### config.mk
export PLATFORM = sky130hd
export DESIGN_NAME = pfcs_top
export DESIGN_NICKNAME = d
export VERILOG_FILES = /design/src/rtl/pfcs_pkg.sv /design/src/rtl/pfcs_axil_slave.sv /design/src/rtl/pfcs_top.sv
export SDC_FILE = /design/constraint.sdc
export NUM_CORES = 1
export LEC_CHECK = 0
export BUFFER_PORTS_ARGS = -buffer_cell sky130_fd_sc_hd__buf_2
export CORE_UTILIZATION = 34
export CTS_CLUSTER_DIAMETER = 50
export DETAILED_ROUTE_END_ITERATION = 10
export MAX_ROUTING_LAYER = met4
export PLACE_DENSITY = 0.76
export SETUP_SLACK_MARGIN = 0.15
export SYNTH_ARGS = -nofsm -noshare
export SYNTH_HDL_FRONTEND = slang
export SYNTH_SLANG_ARGS = --single-unit
### constraint.sdc
create_clock -name aclk -period 1.2 [get_ports aclk]
set_input_delay 0 -clock aclk [delete_from_list [all_inputs] [get_ports aclk]]
set_output_delay 0 -clock aclk [all_outputs]
set_load 0.03 [all_outputs]
### src/rtl/pfcs_pkg.sv
// Shared constants and types for the port 2 flow control select block
`default_nettype none
package pfcs_pkg;

  // ***************************************************
  // Bus geometry and register map
  // ***************************************************
  localparam int unsigned PFCS_ADDR_W = 12;
  localparam int unsigned PFCS_DATA_W = 32;
  localparam logic [11:0] PFCS_FLOW_SEL_OFS = 12'h1a4;

  // ***************************************************
  // Field positions within the flow select register
  // ***************************************************
  localparam int unsigned PFCS_BIT_OVERRIDE = 0;
  localparam int unsigned PFCS_BIT_TX_EN = 1;
  localparam int unsigned PFCS_BIT_RX_EN = 2;
  localparam int unsigned PFCS_BIT_LIVE_TX = 3;
  localparam int unsigned PFCS_BIT_LIVE_RX = 4;
  localparam int unsigned PFCS_BIT_LIVE_DUP = 5;
  localparam int unsigned PFCS_BIT_BP = 6;
  localparam int unsigned PFCS_USED_W = 7;

  // ***************************************************
  // Response codes and write channel states
  // ***************************************************
  localparam logic [1:0] PFCS_RESP_OKAY = 2'h0;
  localparam logic [1:0] PFCS_RESP_SLVERR = 2'h2;

  typedef enum logic [1:0] {
    PFCS_W_COLLECT = 2'b01,
    PFCS_W_RESP = 2'b10
  } pfcs_wst_t;

endpackage
`default_nettype wire

### src/rtl/pfcs_axil_slave.sv
// AXI4-Lite slave front end with a single mapped register word
`timescale 1ns/1ps
`default_nettype none
module pfcs_axil_slave
  import pfcs_pkg::*;
(
  input wire logic aclk,
  input wire logic aresetn,
  input wire logic s_axi_awvalid,
  output logic s_axi_awready,
  input wire logic [PFCS_ADDR_W-1:0] s_axi_awaddr,
  input wire logic s_axi_wvalid,
  output logic s_axi_wready,
  input wire logic [PFCS_DATA_W-1:0] s_axi_wdata,
  input wire logic [3:0] s_axi_wstrb,
  output logic s_axi_bvalid,
  input wire logic s_axi_bready,
  output logic [1:0] s_axi_bresp,
  input wire logic s_axi_arvalid,
  output logic s_axi_arready,
  input wire logic [PFCS_ADDR_W-1:0] s_axi_araddr,
  output logic s_axi_rvalid,
  input wire logic s_axi_rready,
  output logic [PFCS_DATA_W-1:0] s_axi_rdata,
  output logic [1:0] s_axi_rresp,
  output logic wr_req,
  output logic [PFCS_DATA_W-1:0] wr_data,
  output logic [3:0] wr_strb,
  output logic rd_req,
  input wire logic [PFCS_DATA_W-1:0] reg_value
);

  // ***************************************************
  // Write path
  // ***************************************************
  pfcs_wst_t wst_q, wst_d;
  logic aw_hold_q, aw_hold_d, w_hold_q, w_hold_d;
  logic aw_hit_q, aw_hit_d, bvalid_q, bvalid_d;
  logic [1:0] bresp_q, bresp_d;
  logic [PFCS_DATA_W-1:0] wdata_q, wdata_d;
  logic [3:0] wstrb_q, wstrb_d;

  // Address and data may arrive in either order
  assign s_axi_awready = (wst_q == PFCS_W_COLLECT) && !aw_hold_q;
  assign s_axi_wready = (wst_q == PFCS_W_COLLECT) && !w_hold_q;
  assign wr_req = (wst_q == PFCS_W_COLLECT) && aw_hold_q && w_hold_q && aw_hit_q;
  assign wr_data = wdata_q;
  assign wr_strb = wstrb_q;
  assign s_axi_bvalid = bvalid_q;
  assign s_axi_bresp = bresp_q;

  // Next write state
  always_comb begin
    wst_d = wst_q;
    aw_hold_d = aw_hold_q;
    w_hold_d = w_hold_q;
    aw_hit_d = aw_hit_q;
    wdata_d = wdata_q;
    wstrb_d = wstrb_q;
    bvalid_d = bvalid_q;
    bresp_d = bresp_q;
    case (wst_q)
      PFCS_W_COLLECT: begin
        if (s_axi_awvalid && s_axi_awready) begin
          aw_hold_d = 1'b1;
          aw_hit_d = (s_axi_awaddr[PFCS_ADDR_W-1:2] == PFCS_FLOW_SEL_OFS[PFCS_ADDR_W-1:2]);
        end
        if (s_axi_wvalid && s_axi_wready) begin
          w_hold_d = 1'b1;
          wdata_d = s_axi_wdata;
          wstrb_d = s_axi_wstrb;
        end
        if (aw_hold_q && w_hold_q) begin
          aw_hold_d = 1'b0;
          w_hold_d = 1'b0;
          bvalid_d = 1'b1;
          bresp_d = aw_hit_q ? PFCS_RESP_OKAY : PFCS_RESP_SLVERR;
          wst_d = PFCS_W_RESP;
        end
      end
      PFCS_W_RESP: begin
        if (s_axi_bready) begin
          bvalid_d = 1'b0;
          wst_d = PFCS_W_COLLECT;
        end
      end
      default: wst_d = PFCS_W_COLLECT;
    endcase
  end

  // Write state registers
  always_ff @(posedge aclk) begin
    if (!aresetn) begin
      wst_q <= PFCS_W_COLLECT;
      aw_hold_q <= 1'b0;
      w_hold_q <= 1'b0;
      aw_hit_q <= 1'b0;
      wdata_q <= '0;
      wstrb_q <= '0;
      bvalid_q <= 1'b0;
      bresp_q <= PFCS_RESP_OKAY;
    end else begin
      wst_q <= wst_d;
      aw_hold_q <= aw_hold_d;
      w_hold_q <= w_hold_d;
      aw_hit_q <= aw_hit_d;
      wdata_q <= wdata_d;
      wstrb_q <= wstrb_d;
      bvalid_q <= bvalid_d;
      bresp_q <= bresp_d;
    end
  end

  // ***************************************************
  // Read path
  // ***************************************************
  logic rvalid_q, rvalid_d, rd_hit;
  logic [1:0] rresp_q, rresp_d;
  logic [PFCS_DATA_W-1:0] rdata_q, rdata_d;

  assign s_axi_arready = !rvalid_q;
  assign rd_req = s_axi_arvalid && !rvalid_q;
  assign rd_hit = (s_axi_araddr[PFCS_ADDR_W-1:2] == PFCS_FLOW_SEL_OFS[PFCS_ADDR_W-1:2]);
  assign s_axi_rvalid = rvalid_q;
  assign s_axi_rdata = rdata_q;
  assign s_axi_rresp = rresp_q;

  // Unmapped reads return zero with an error
  always_comb begin
    rvalid_d = rvalid_q;
    rdata_d = rdata_q;
    rresp_d = rresp_q;
    if (rd_req) begin
      rvalid_d = 1'b1;
      rdata_d = rd_hit ? reg_value : '0;
      rresp_d = rd_hit ? PFCS_RESP_OKAY : PFCS_RESP_SLVERR;
    end else if (s_axi_rready) begin
      rvalid_d = 1'b0;
    end
  end

  // Read state registers
  always_ff @(posedge aclk) begin
    if (!aresetn) begin
      rvalid_q <= 1'b0;
      rdata_q <= '0;
      rresp_q <= PFCS_RESP_OKAY;
    end else begin
      rvalid_q <= rvalid_d;
      rdata_q <= rdata_d;
      rresp_q <= rresp_d;
    end
  end

endmodule
`default_nettype wire

### src/rtl/pfcs_top.sv
// Port 2 flow control select register with live flow control readback
//
// Contract
// Bit 6 enables half-duplex backpressure
// Bit 5 reads live duplex, 1 half
// Bit 4 reads live pause receive state
// Bit 3 reads live pause transmit state
// Bit 2 governs pause receive when selected
// Bit 1 governs pause transmit when selected
// Override clear, autoneg on: negotiated result rules
// Override clear, autoneg off: software bits rule
// Override set: software bits rule in full duplex
// Readback shows enables actually in force
// Writes never touch advertised pause capability
// Writable field defaults come from straps
// Status reset values combine several straps
// Strap reload updates the affected fields
// Bits 31 to 7 read zero
//
// Chosen here: the AXI4-Lite register port.
`timescale 1ns/1ps
`default_nettype none
module pfcs_top
  import pfcs_pkg::*;
(
  input wire logic aclk,
  input wire logic aresetn,
  input wire logic s_axi_awvalid,
  output logic s_axi_awready,
  input wire logic [PFCS_ADDR_W-1:0] s_axi_awaddr,
  input wire logic s_axi_wvalid,
  output logic s_axi_wready,
  input wire logic [PFCS_DATA_W-1:0] s_axi_wdata,
  input wire logic [3:0] s_axi_wstrb,
  output logic s_axi_bvalid,
  input wire logic s_axi_bready,
  output logic [1:0] s_axi_bresp,
  input wire logic s_axi_arvalid,
  output logic s_axi_arready,
  input wire logic [PFCS_ADDR_W-1:0] s_axi_araddr,
  output logic s_axi_rvalid,
  input wire logic s_axi_rready,
  output logic [PFCS_DATA_W-1:0] s_axi_rdata,
  output logic [1:0] s_axi_rresp,
  input wire logic backpressure_default_strap,
  input wire logic fullduplex_pause_default_strap,
  input wire logic flow_override_default_strap,
  input wire logic strap_reload,
  input wire logic autoneg_enable,
  input wire logic an_pause_receive,
  input wire logic an_pause_transmit,
  input wire logic port_half_duplex,
  output logic port_backpressure_enable,
  output logic pause_receive_active,
  output logic pause_transmit_active
);

  // ***************************************************
  // Bus front end
  // ***************************************************
  logic wr_req, rd_req;
  logic [PFCS_DATA_W-1:0] wr_data, reg_value;
  logic [3:0] wr_strb;

  pfcs_axil_slave u_slave (
    .aclk(aclk),
    .aresetn(aresetn),
    .s_axi_awvalid(s_axi_awvalid),
    .s_axi_awready(s_axi_awready),
    .s_axi_awaddr(s_axi_awaddr),
    .s_axi_wvalid(s_axi_wvalid),
    .s_axi_wready(s_axi_wready),
    .s_axi_wdata(s_axi_wdata),
    .s_axi_wstrb(s_axi_wstrb),
    .s_axi_bvalid(s_axi_bvalid),
    .s_axi_bready(s_axi_bready),
    .s_axi_bresp(s_axi_bresp),
    .s_axi_arvalid(s_axi_arvalid),
    .s_axi_arready(s_axi_arready),
    .s_axi_araddr(s_axi_araddr),
    .s_axi_rvalid(s_axi_rvalid),
    .s_axi_rready(s_axi_rready),
    .s_axi_rdata(s_axi_rdata),
    .s_axi_rresp(s_axi_rresp),
    .wr_req(wr_req),
    .wr_data(wr_data),
    .wr_strb(wr_strb),
    .rd_req(rd_req),
    .reg_value(reg_value)
  );

  // ***************************************************
  // Pause enable selection
  // ***************************************************
  // Returns {receive, transmit} actually in force.
  // Pause frames mean nothing in half duplex, so both drop there.
  function automatic logic [1:0] pick_pause(
    input logic ovr,
    input logic rx_sw,
    input logic tx_sw,
    input logic an_en,
    input logic an_rx,
    input logic an_tx,
    input logic half
  );
    logic [1:0] sel;
    sel = {rx_sw, tx_sw};
    if (half) begin
      sel = 2'b00;
    end else if (!ovr && an_en) begin
      sel = {an_rx, an_tx};
    end
    return sel;
  endfunction

  // ***************************************************
  // Writable control fields
  // ***************************************************
  logic bp_q, bp_d, rxen_q, rxen_d, txen_q, txen_d, ovr_q, ovr_d;
  logic sw_write;

  // Only byte lane 0 holds live fields; upper lanes are ignored
  assign sw_write = wr_req && wr_strb[0];

  // Next control values; loader wins over a same-cycle write
  always_comb begin
    bp_d = bp_q;
    rxen_d = rxen_q;
    txen_d = txen_q;
    ovr_d = ovr_q;
    if (!aresetn || strap_reload) begin
      // strap defaults
      // reload from loader
      bp_d = backpressure_default_strap;
      rxen_d = fullduplex_pause_default_strap;
      txen_d = fullduplex_pause_default_strap;
      ovr_d = flow_override_default_strap;
    end else if (sw_write) begin
      // backpressure bit
      bp_d = wr_data[PFCS_BIT_BP];
      // receive enable bit
      rxen_d = wr_data[PFCS_BIT_RX_EN];
      // transmit enable bit
      txen_d = wr_data[PFCS_BIT_TX_EN];
      ovr_d = wr_data[PFCS_BIT_OVERRIDE];
    end
  end

  // Sampling straps under a synchronous reset keeps them registered
  always_ff @(posedge aclk) begin
    bp_q <= bp_d;
    rxen_q <= rxen_d;
    txen_q <= txen_d;
    ovr_q <= ovr_d;
  end

  // ***************************************************
  // Live status fields
  // ***************************************************
  logic dup_q, dup_d, lrx_q, lrx_d, ltx_q, ltx_d;
  logic [1:0] live_sel;

  // negotiated result path
  // software path with autoneg off
  // override in full duplex
  // reset status from strap mix
  always_comb begin
    if (!aresetn) begin
      live_sel = pick_pause(flow_override_default_strap,
        fullduplex_pause_default_strap, fullduplex_pause_default_strap,
        autoneg_enable, an_pause_receive, an_pause_transmit, port_half_duplex);
    end else begin
      live_sel = pick_pause(ovr_q, rxen_q, txen_q, autoneg_enable,
        an_pause_receive, an_pause_transmit, port_half_duplex);
    end
    dup_d = port_half_duplex;
    lrx_d = live_sel[1];
    ltx_d = live_sel[0];
  end

  // Pause status registers feed both the port and readback; duplex status feeds readback only
  always_ff @(posedge aclk) begin
    dup_q <= dup_d;
    lrx_q <= lrx_d;
    ltx_q <= ltx_d;
  end

  // ***************************************************
  // Outputs and readback
  // ***************************************************
  // no path toward advertised capability
  // The PHY advertisement stays owned by the PHY; nothing here drives it.
  assign port_backpressure_enable = bp_q;
  assign pause_receive_active = lrx_q;
  assign pause_transmit_active = ltx_q;

  // duplex readback
  // receive state readback
  // transmit state readback
  // enables in force shown
  // reserved bits zero
  assign reg_value = {{(PFCS_DATA_W - PFCS_USED_W){1'b0}}, bp_q, dup_q, lrx_q,
    ltx_q, rxen_q, txen_q, ovr_q};
endmodule
`default_nettype wire

After elaboration in Yosys (flattened, before gate mapping)
Cells that the tools add are included.
- flip-flop bits (word level): 58
- bits in latches: 0
- input bits: 75
- output and inout port bits: 44
- memories kept: 0
- memory bits (writable): 0
- logic and storage cells: 83
- bits in read-only memories: 0
- divide/modulo/power cells: 0
- reduce and logical (&&, ||, !) cells: 31
- multiplexer cells: 28
- shift operators: 0
- bitwise operators: 0
- equality and inequality tests: 6
- add/subtract/negate cells: 0
- $lt $le $gt $ge: 0
- multiply operators: 0
- operators by type and width (kind ; number):
    equality test 10 x 7 -> 1 bit (second input constant) ; 2
    2-to-1 mux 2 bit ; 9
    2-to-1 mux 1 bit ; 16
    logical AND 1 bit ; 12
    AND reduction 2 bit ; 6
    nonzero test 2 bit ; 5
    2-to-1 mux 7 bit ; 1
    zero test 1 bit ; 6
    inequality test 2 bit (second input constant) ; 2
    one-hot mux 2 bit (2 select lines) ; 1
    AND reduction 3 bit ; 1
    equality test 2 x 1 -> 1 bit (second input constant) ; 1
    equality test 2 bit (second input constant) ; 1
    one-hot mux 1 bit (2 select lines) ; 1
    logical OR 1 bit ; 1

Longest topological paths before layout
- word-level depth: 7
- gate-level depth with buffers: 4
- mapped depth without buffers: 3

Cells and area by module
From an unflattened synthesis, not the netlist that was laid out.
- cells, all modules: 307
- area total of the unflattened synthesis: 3042.9 µm²
- by module, submodules not included (module ; cells each ; area each (µm²) ; sequential area each (µm²) ; instances):
    pfcs_axil_slave ; 282 ; 2717.6 ; 1541.5 ; 1
    pfcs_top ; 25 ; 325.3 ; 180.2 ; 1

Worst setup path before layout
No wires, ideal clock.
- kind: flip-flop to flip-flop
- start point: register u_slave.rvalid_q, in the netlist u_slave.s_axi_rvalid
- end point: register u_slave.rdata_q[6], in the netlist u_slave.s_axi_rdata[6]
- data required time: 1.083 ns
- slack: -0.144 ns
- stages on the path, launching flop included: 5
- period minus slack after synthesis: 1.344 ns
- arrival time: 1.227 ns
- cell sequence: dfxtp_1 -> and4bb_1 -> and4_4 -> buf_6 -> a22o_1
- word-level cells in the longest chain between the ends: 2
- ends and longest elaborated chain (element ; RTL line ; source):
    start: declaration ; pfcs_axil_slave.sv:117 ; logic rvalid_q, rvalid_d, rd_hit;
    start signal: assignment ; pfcs_axil_slave.sv:149 ; rvalid_q <= rvalid_d;
    zero test 1 bit ; pfcs_axil_slave.sv:122 ; assign rd_req = s_axi_arvalid && !rvalid_q;
    logical AND 1 bit ; pfcs_axil_slave.sv:122 ;
    end signal: assignment ; pfcs_axil_slave.sv:150 ; rdata_q <= rdata_d;
    end: declaration ; pfcs_axil_slave.sv:119 ; logic [PFCS_DATA_W-1:0] rdata_q, rdata_d;
Every way passes these cells.
A chain may end at the register's enable or synchronous reset.

Worst setup path in the final report
- start point: register u_slave.wst_q[1]
- end point: register txen_q, enable pin
- word-level cells in the longest chain between the ends: 6
- ends and longest elaborated chain (element ; RTL line ; source):
    start: declaration ; pfcs_axil_slave.sv:36 ; pfcs_wst_t wst_q, wst_d;
    start signal: assignment ; pfcs_axil_slave.sv:103 ; wst_q <= wst_d;
    equality test 2 x 1 -> 1 bit ; pfcs_axil_slave.sv:46 ; assign wr_req = (wst_q == PFCS_W_COLLECT) && aw_hold_q && w_hold_q && aw_hit_q;
    logical AND 1 bit (3 in series) ; pfcs_axil_slave.sv:46 ;
    logical AND 1 bit ; pfcs_top.sv:123 ; assign sw_write = wr_req && wr_strb[0];
    nonzero test 2 bit (no line) ; - ;
    end signal: assignment ; pfcs_top.sv:153 ; txen_q <= txen_d;
    end: declaration ; pfcs_top.sv:119 ; logic bp_q, bp_d, rxen_q, rxen_d, txen_q, txen_d, ovr_q, ovr_d;
Every way passes these cells.

==> summary.md <==
| Metric | Value |
|---|---|
| RSZ-0062 raised after global routing | `yes` |
| Final Hold Slack | `0.00719 ns` |
| Worst hold path type | `in2reg` |
| Row count | `22` |
| Initial antenna violation count | `0` |
| RR Endpoint | `txen_q` |
| Hpwl dp | `2.04 mm` |
| Root Driver | `clkbuf_8` |
| Worst endpoint data arrival time | `1.10 ns` |
| Gate Count Post-Synth | `136` |
| Switching power share of the total | `27.6%` |
| Worst R2R Start | `u_slave.wst_q[1]` |
| Finished Cell Area | `0.00193 mm^2` |
| Clk slew on worst S/H paths | `0.09 ns` |
| Placed cell area | `0.00163 mm^2` |
| # DRC | `0` |
| Core Area | `0.00377 mm^2` |
| Synthesis warning total | `0` |
| Async SR Flop Fraction | `0%` |
| CTS Sinks | `28` |
| Hold Path Sink | `u_slave.aw_hit_q` |
| Cell Pwr Density | `1200 mW/mm^2` |
| CTS Buffer Depth | `2` |
| Status | `complete, no violations` |
| H-tree level count | `1` |
| Syn Std Cell Area | `0.00138 mm^2` |
| Largest net degree at the start of global routing | `21` |
| Detailed Route Iter0 Violations | `22` |
| Die Y | `65.7 um` |
| Worst skew pair latency | `0.28 ns` |
| Post-synth cell types | `33` |
| EDFF count, synth | `4` |
| Pint | `1670 uW` |
| DR pass1 iterations | `4` |
| Drt wl/cell | `10.3 um` |
| DRT Wirelength | `2.67 mm` |
| Port buffer count | `56` |
| Reg2Reg Setup Slack | `0.1 ns` |
| Tot Pwr | `2300 uW` |
| Final nets | `288` |
| Initial Utilization | `36.5%` |
| GRT Overall Usage | `13.5%` |
| Final min period | `1.10 ns` |
| Most used DFF post-synth | `dfxtp_1` |
| First-pass GRT wire length | `4.39 mm` |
| Gate power share | `22.8%` |
| # Max-Cap Violations | `0` |
| Vias per Instance | `4.43` |
| Final setup fails | `0` |
| Setup TNS | `0 ns` |
| Layout cell share with drive strength beyond 1 | `41.5%` |
| Final ANT Viol Nets | `0` |
| WP data required | `1.20 ns` |
| Total clock buffers created by CTS | `3` |
| Psw | `634 uW` |
| Max Transition Viols Final | `0` |
| Register area share after synthesis | `43.6%` |
| Crit start category | `register` |
| Area delta synth->final | `39.8%` |
| TritonCTS clock tree | `done` |
| Hold path startpoint | `s_axi_awaddr[4]` |
| GP Congestion | `0.765` |
| Fin crit share | `91.8%` |
| Clock network power share | `32.0%` |
| Via count | `1,153` |
| Clk_skew | `0.00671 ns` |
| Nature of the critical path endpoint | `register` |
| Final hold vios | `0` |
| Number of diodes | `0` |
| Global route overflow | `0` |
| Max reg flops | `7` |
| Final Core Density | `51.1%` |
| VDD IR max | `628 uV` |
| Worst setup path category | `reg2reg` |
| Share of power burned in registers | `45.1%` |
| Die area | `0.00431 mm^2` |
| #FFs+latches synth | `28` |
| Die X | `65.7 um` |
| Leakage | `0.000930 uW` |
| Top-Level Pins | `119` |
| Critical-path maximum fanout | `4` |
| WHS Path Cells | `4` |
| Maximum clock rate | `908 MHz` |
| Vias in the first global route | `1,073` |
| Worst R2R Path Depth | `2` |
| Average cell area after synthesis | `10.1 um^2` |
[area by class of cell]
cell class	count	area [um^2]
Clock buffer	3	41.3
Inverter	2	7.51
Sequential cell	28	612
Timing Repair Buffer	78	498
Multi-Input combinational cell	100	677
Tap cell	48	60.1
Clock inverter	1	30.0
Fill cell	365	1850
[critical path, stage by stage, from the launching register on]
cell and delay [ns]:
dfxtp_2 0.34, and4b_2 0.31, a31o_4 0.18
[kinds of logic (layout without fill, tap and decap cells)]
logic type	after synthesis	count (layout)	share of synthesized area [%]
AO/OA/AOI/OAI	24	24	12.0
multiplexers	8	8	6.18
flip-flops	28	28	43.6
buffers and inverters	34	84	17.3
other	1	27	0.272
AND/OR/NAND/NOR	41	41	20.6
[power groups by stage]
stage,Sequential [uW],Clock (uW),Combinational [uW]
after floorplan,1100,0,339
after global placement,1060,0,443
after detailed placement,1060,0,451
after CTS,1040,761,522
after global routing,1050,799,568
final,1040,737,526
[worst max-delay path by stage]
stage / from / end / slack, ns / cells past startpoint
detailed placement: u_slave.wst_q[0] / port_backpressure_enable / 0.04 / 2
finish: u_slave.wst_q[1] / txen_q / 0.1 / 2
CTS: u_slave.wst_q[1] / txen_q / 0.10 / 2
global route: u_slave.aw_hold_q / s_axi_awready / 0.07 / 3
global placement: u_slave.wst_q[0] / port_backpressure_enable / 0.04 / 2
floorplan: u_slave.s_axi_rvalid / u_slave.s_axi_rdata[6] / 0.04 / 4
[layer usage]
layer	part of all wire, %	up-vias	routed length [um]	GRT usage [%]
li1	-	584	-	-
met1	40	521	1060	13.3
met2	53	46	1420	25.5
met3	6.8	2	181	4.51
met4	0.49	0	13	2.45
met5	0	-	0	-
[metrics by stage]
step,instances,worst slack (ns)
floorplan,162,0.0357
global placement,239,0.0411
detailed placement,239,0.0436
CTS,259,0.104
global route,260,0.0664
finish,260,0.0987
[repair_timing]
| action | 4_1_cts | 5_1_grt |
|---|---|---|
| hold buffers | 13 | 0 |
| setup endpoints to repair | 22 | 24 |
| hold endpoints to repair | 8 | 0 |
| buffers inserted | 3 | 1 |
| gates resized for setup | 15 | 4 |
| pin swaps | 4 | 1 |
[layout by cell type, fill, tap and decap left out, drive strengths merged, types with 2 or more instances in the layout]
master / Yosys / layout
inv: 2 / 2
nor3b: 3 / 3
mux2i: 4 / 4
conb: 1 / 27
nor4bb: 2 / 2
mux2: 4 / 4
edfxtp: 4 / 4
a22o: 7 / 7
dlygate4sd3: 0 / 13
o22ai: 3 / 3
nand2: 11 / 11
o21ai: 8 / 8
o211a: 2 / 2
a21oi: 2 / 2
dfxtp: 24 / 24
and4bb: 4 / 4
nor2b: 5 / 5
nand3: 6 / 6
clkbuf: 1 / 3
nand3b: 2 / 2
buf: 31 / 65
nand2b: 3 / 3
[cells in the mapped netlist (all sizes together), types with 4 or more instances]
cell type / n / area, um^2
edfxtp: 4 / 120
nand2: 11 / 41.3
mux2: 4 / 45.0
dfxtp: 24 / 480
mux2i: 4 / 40.0
a22o: 7 / 61.3
nor2b: 5 / 31.3
o21ai: 8 / 40.0
and4bb: 4 / 50.1
nand3: 6 / 30.0
buf: 31 / 228
(Power assumes the default switching activity.)
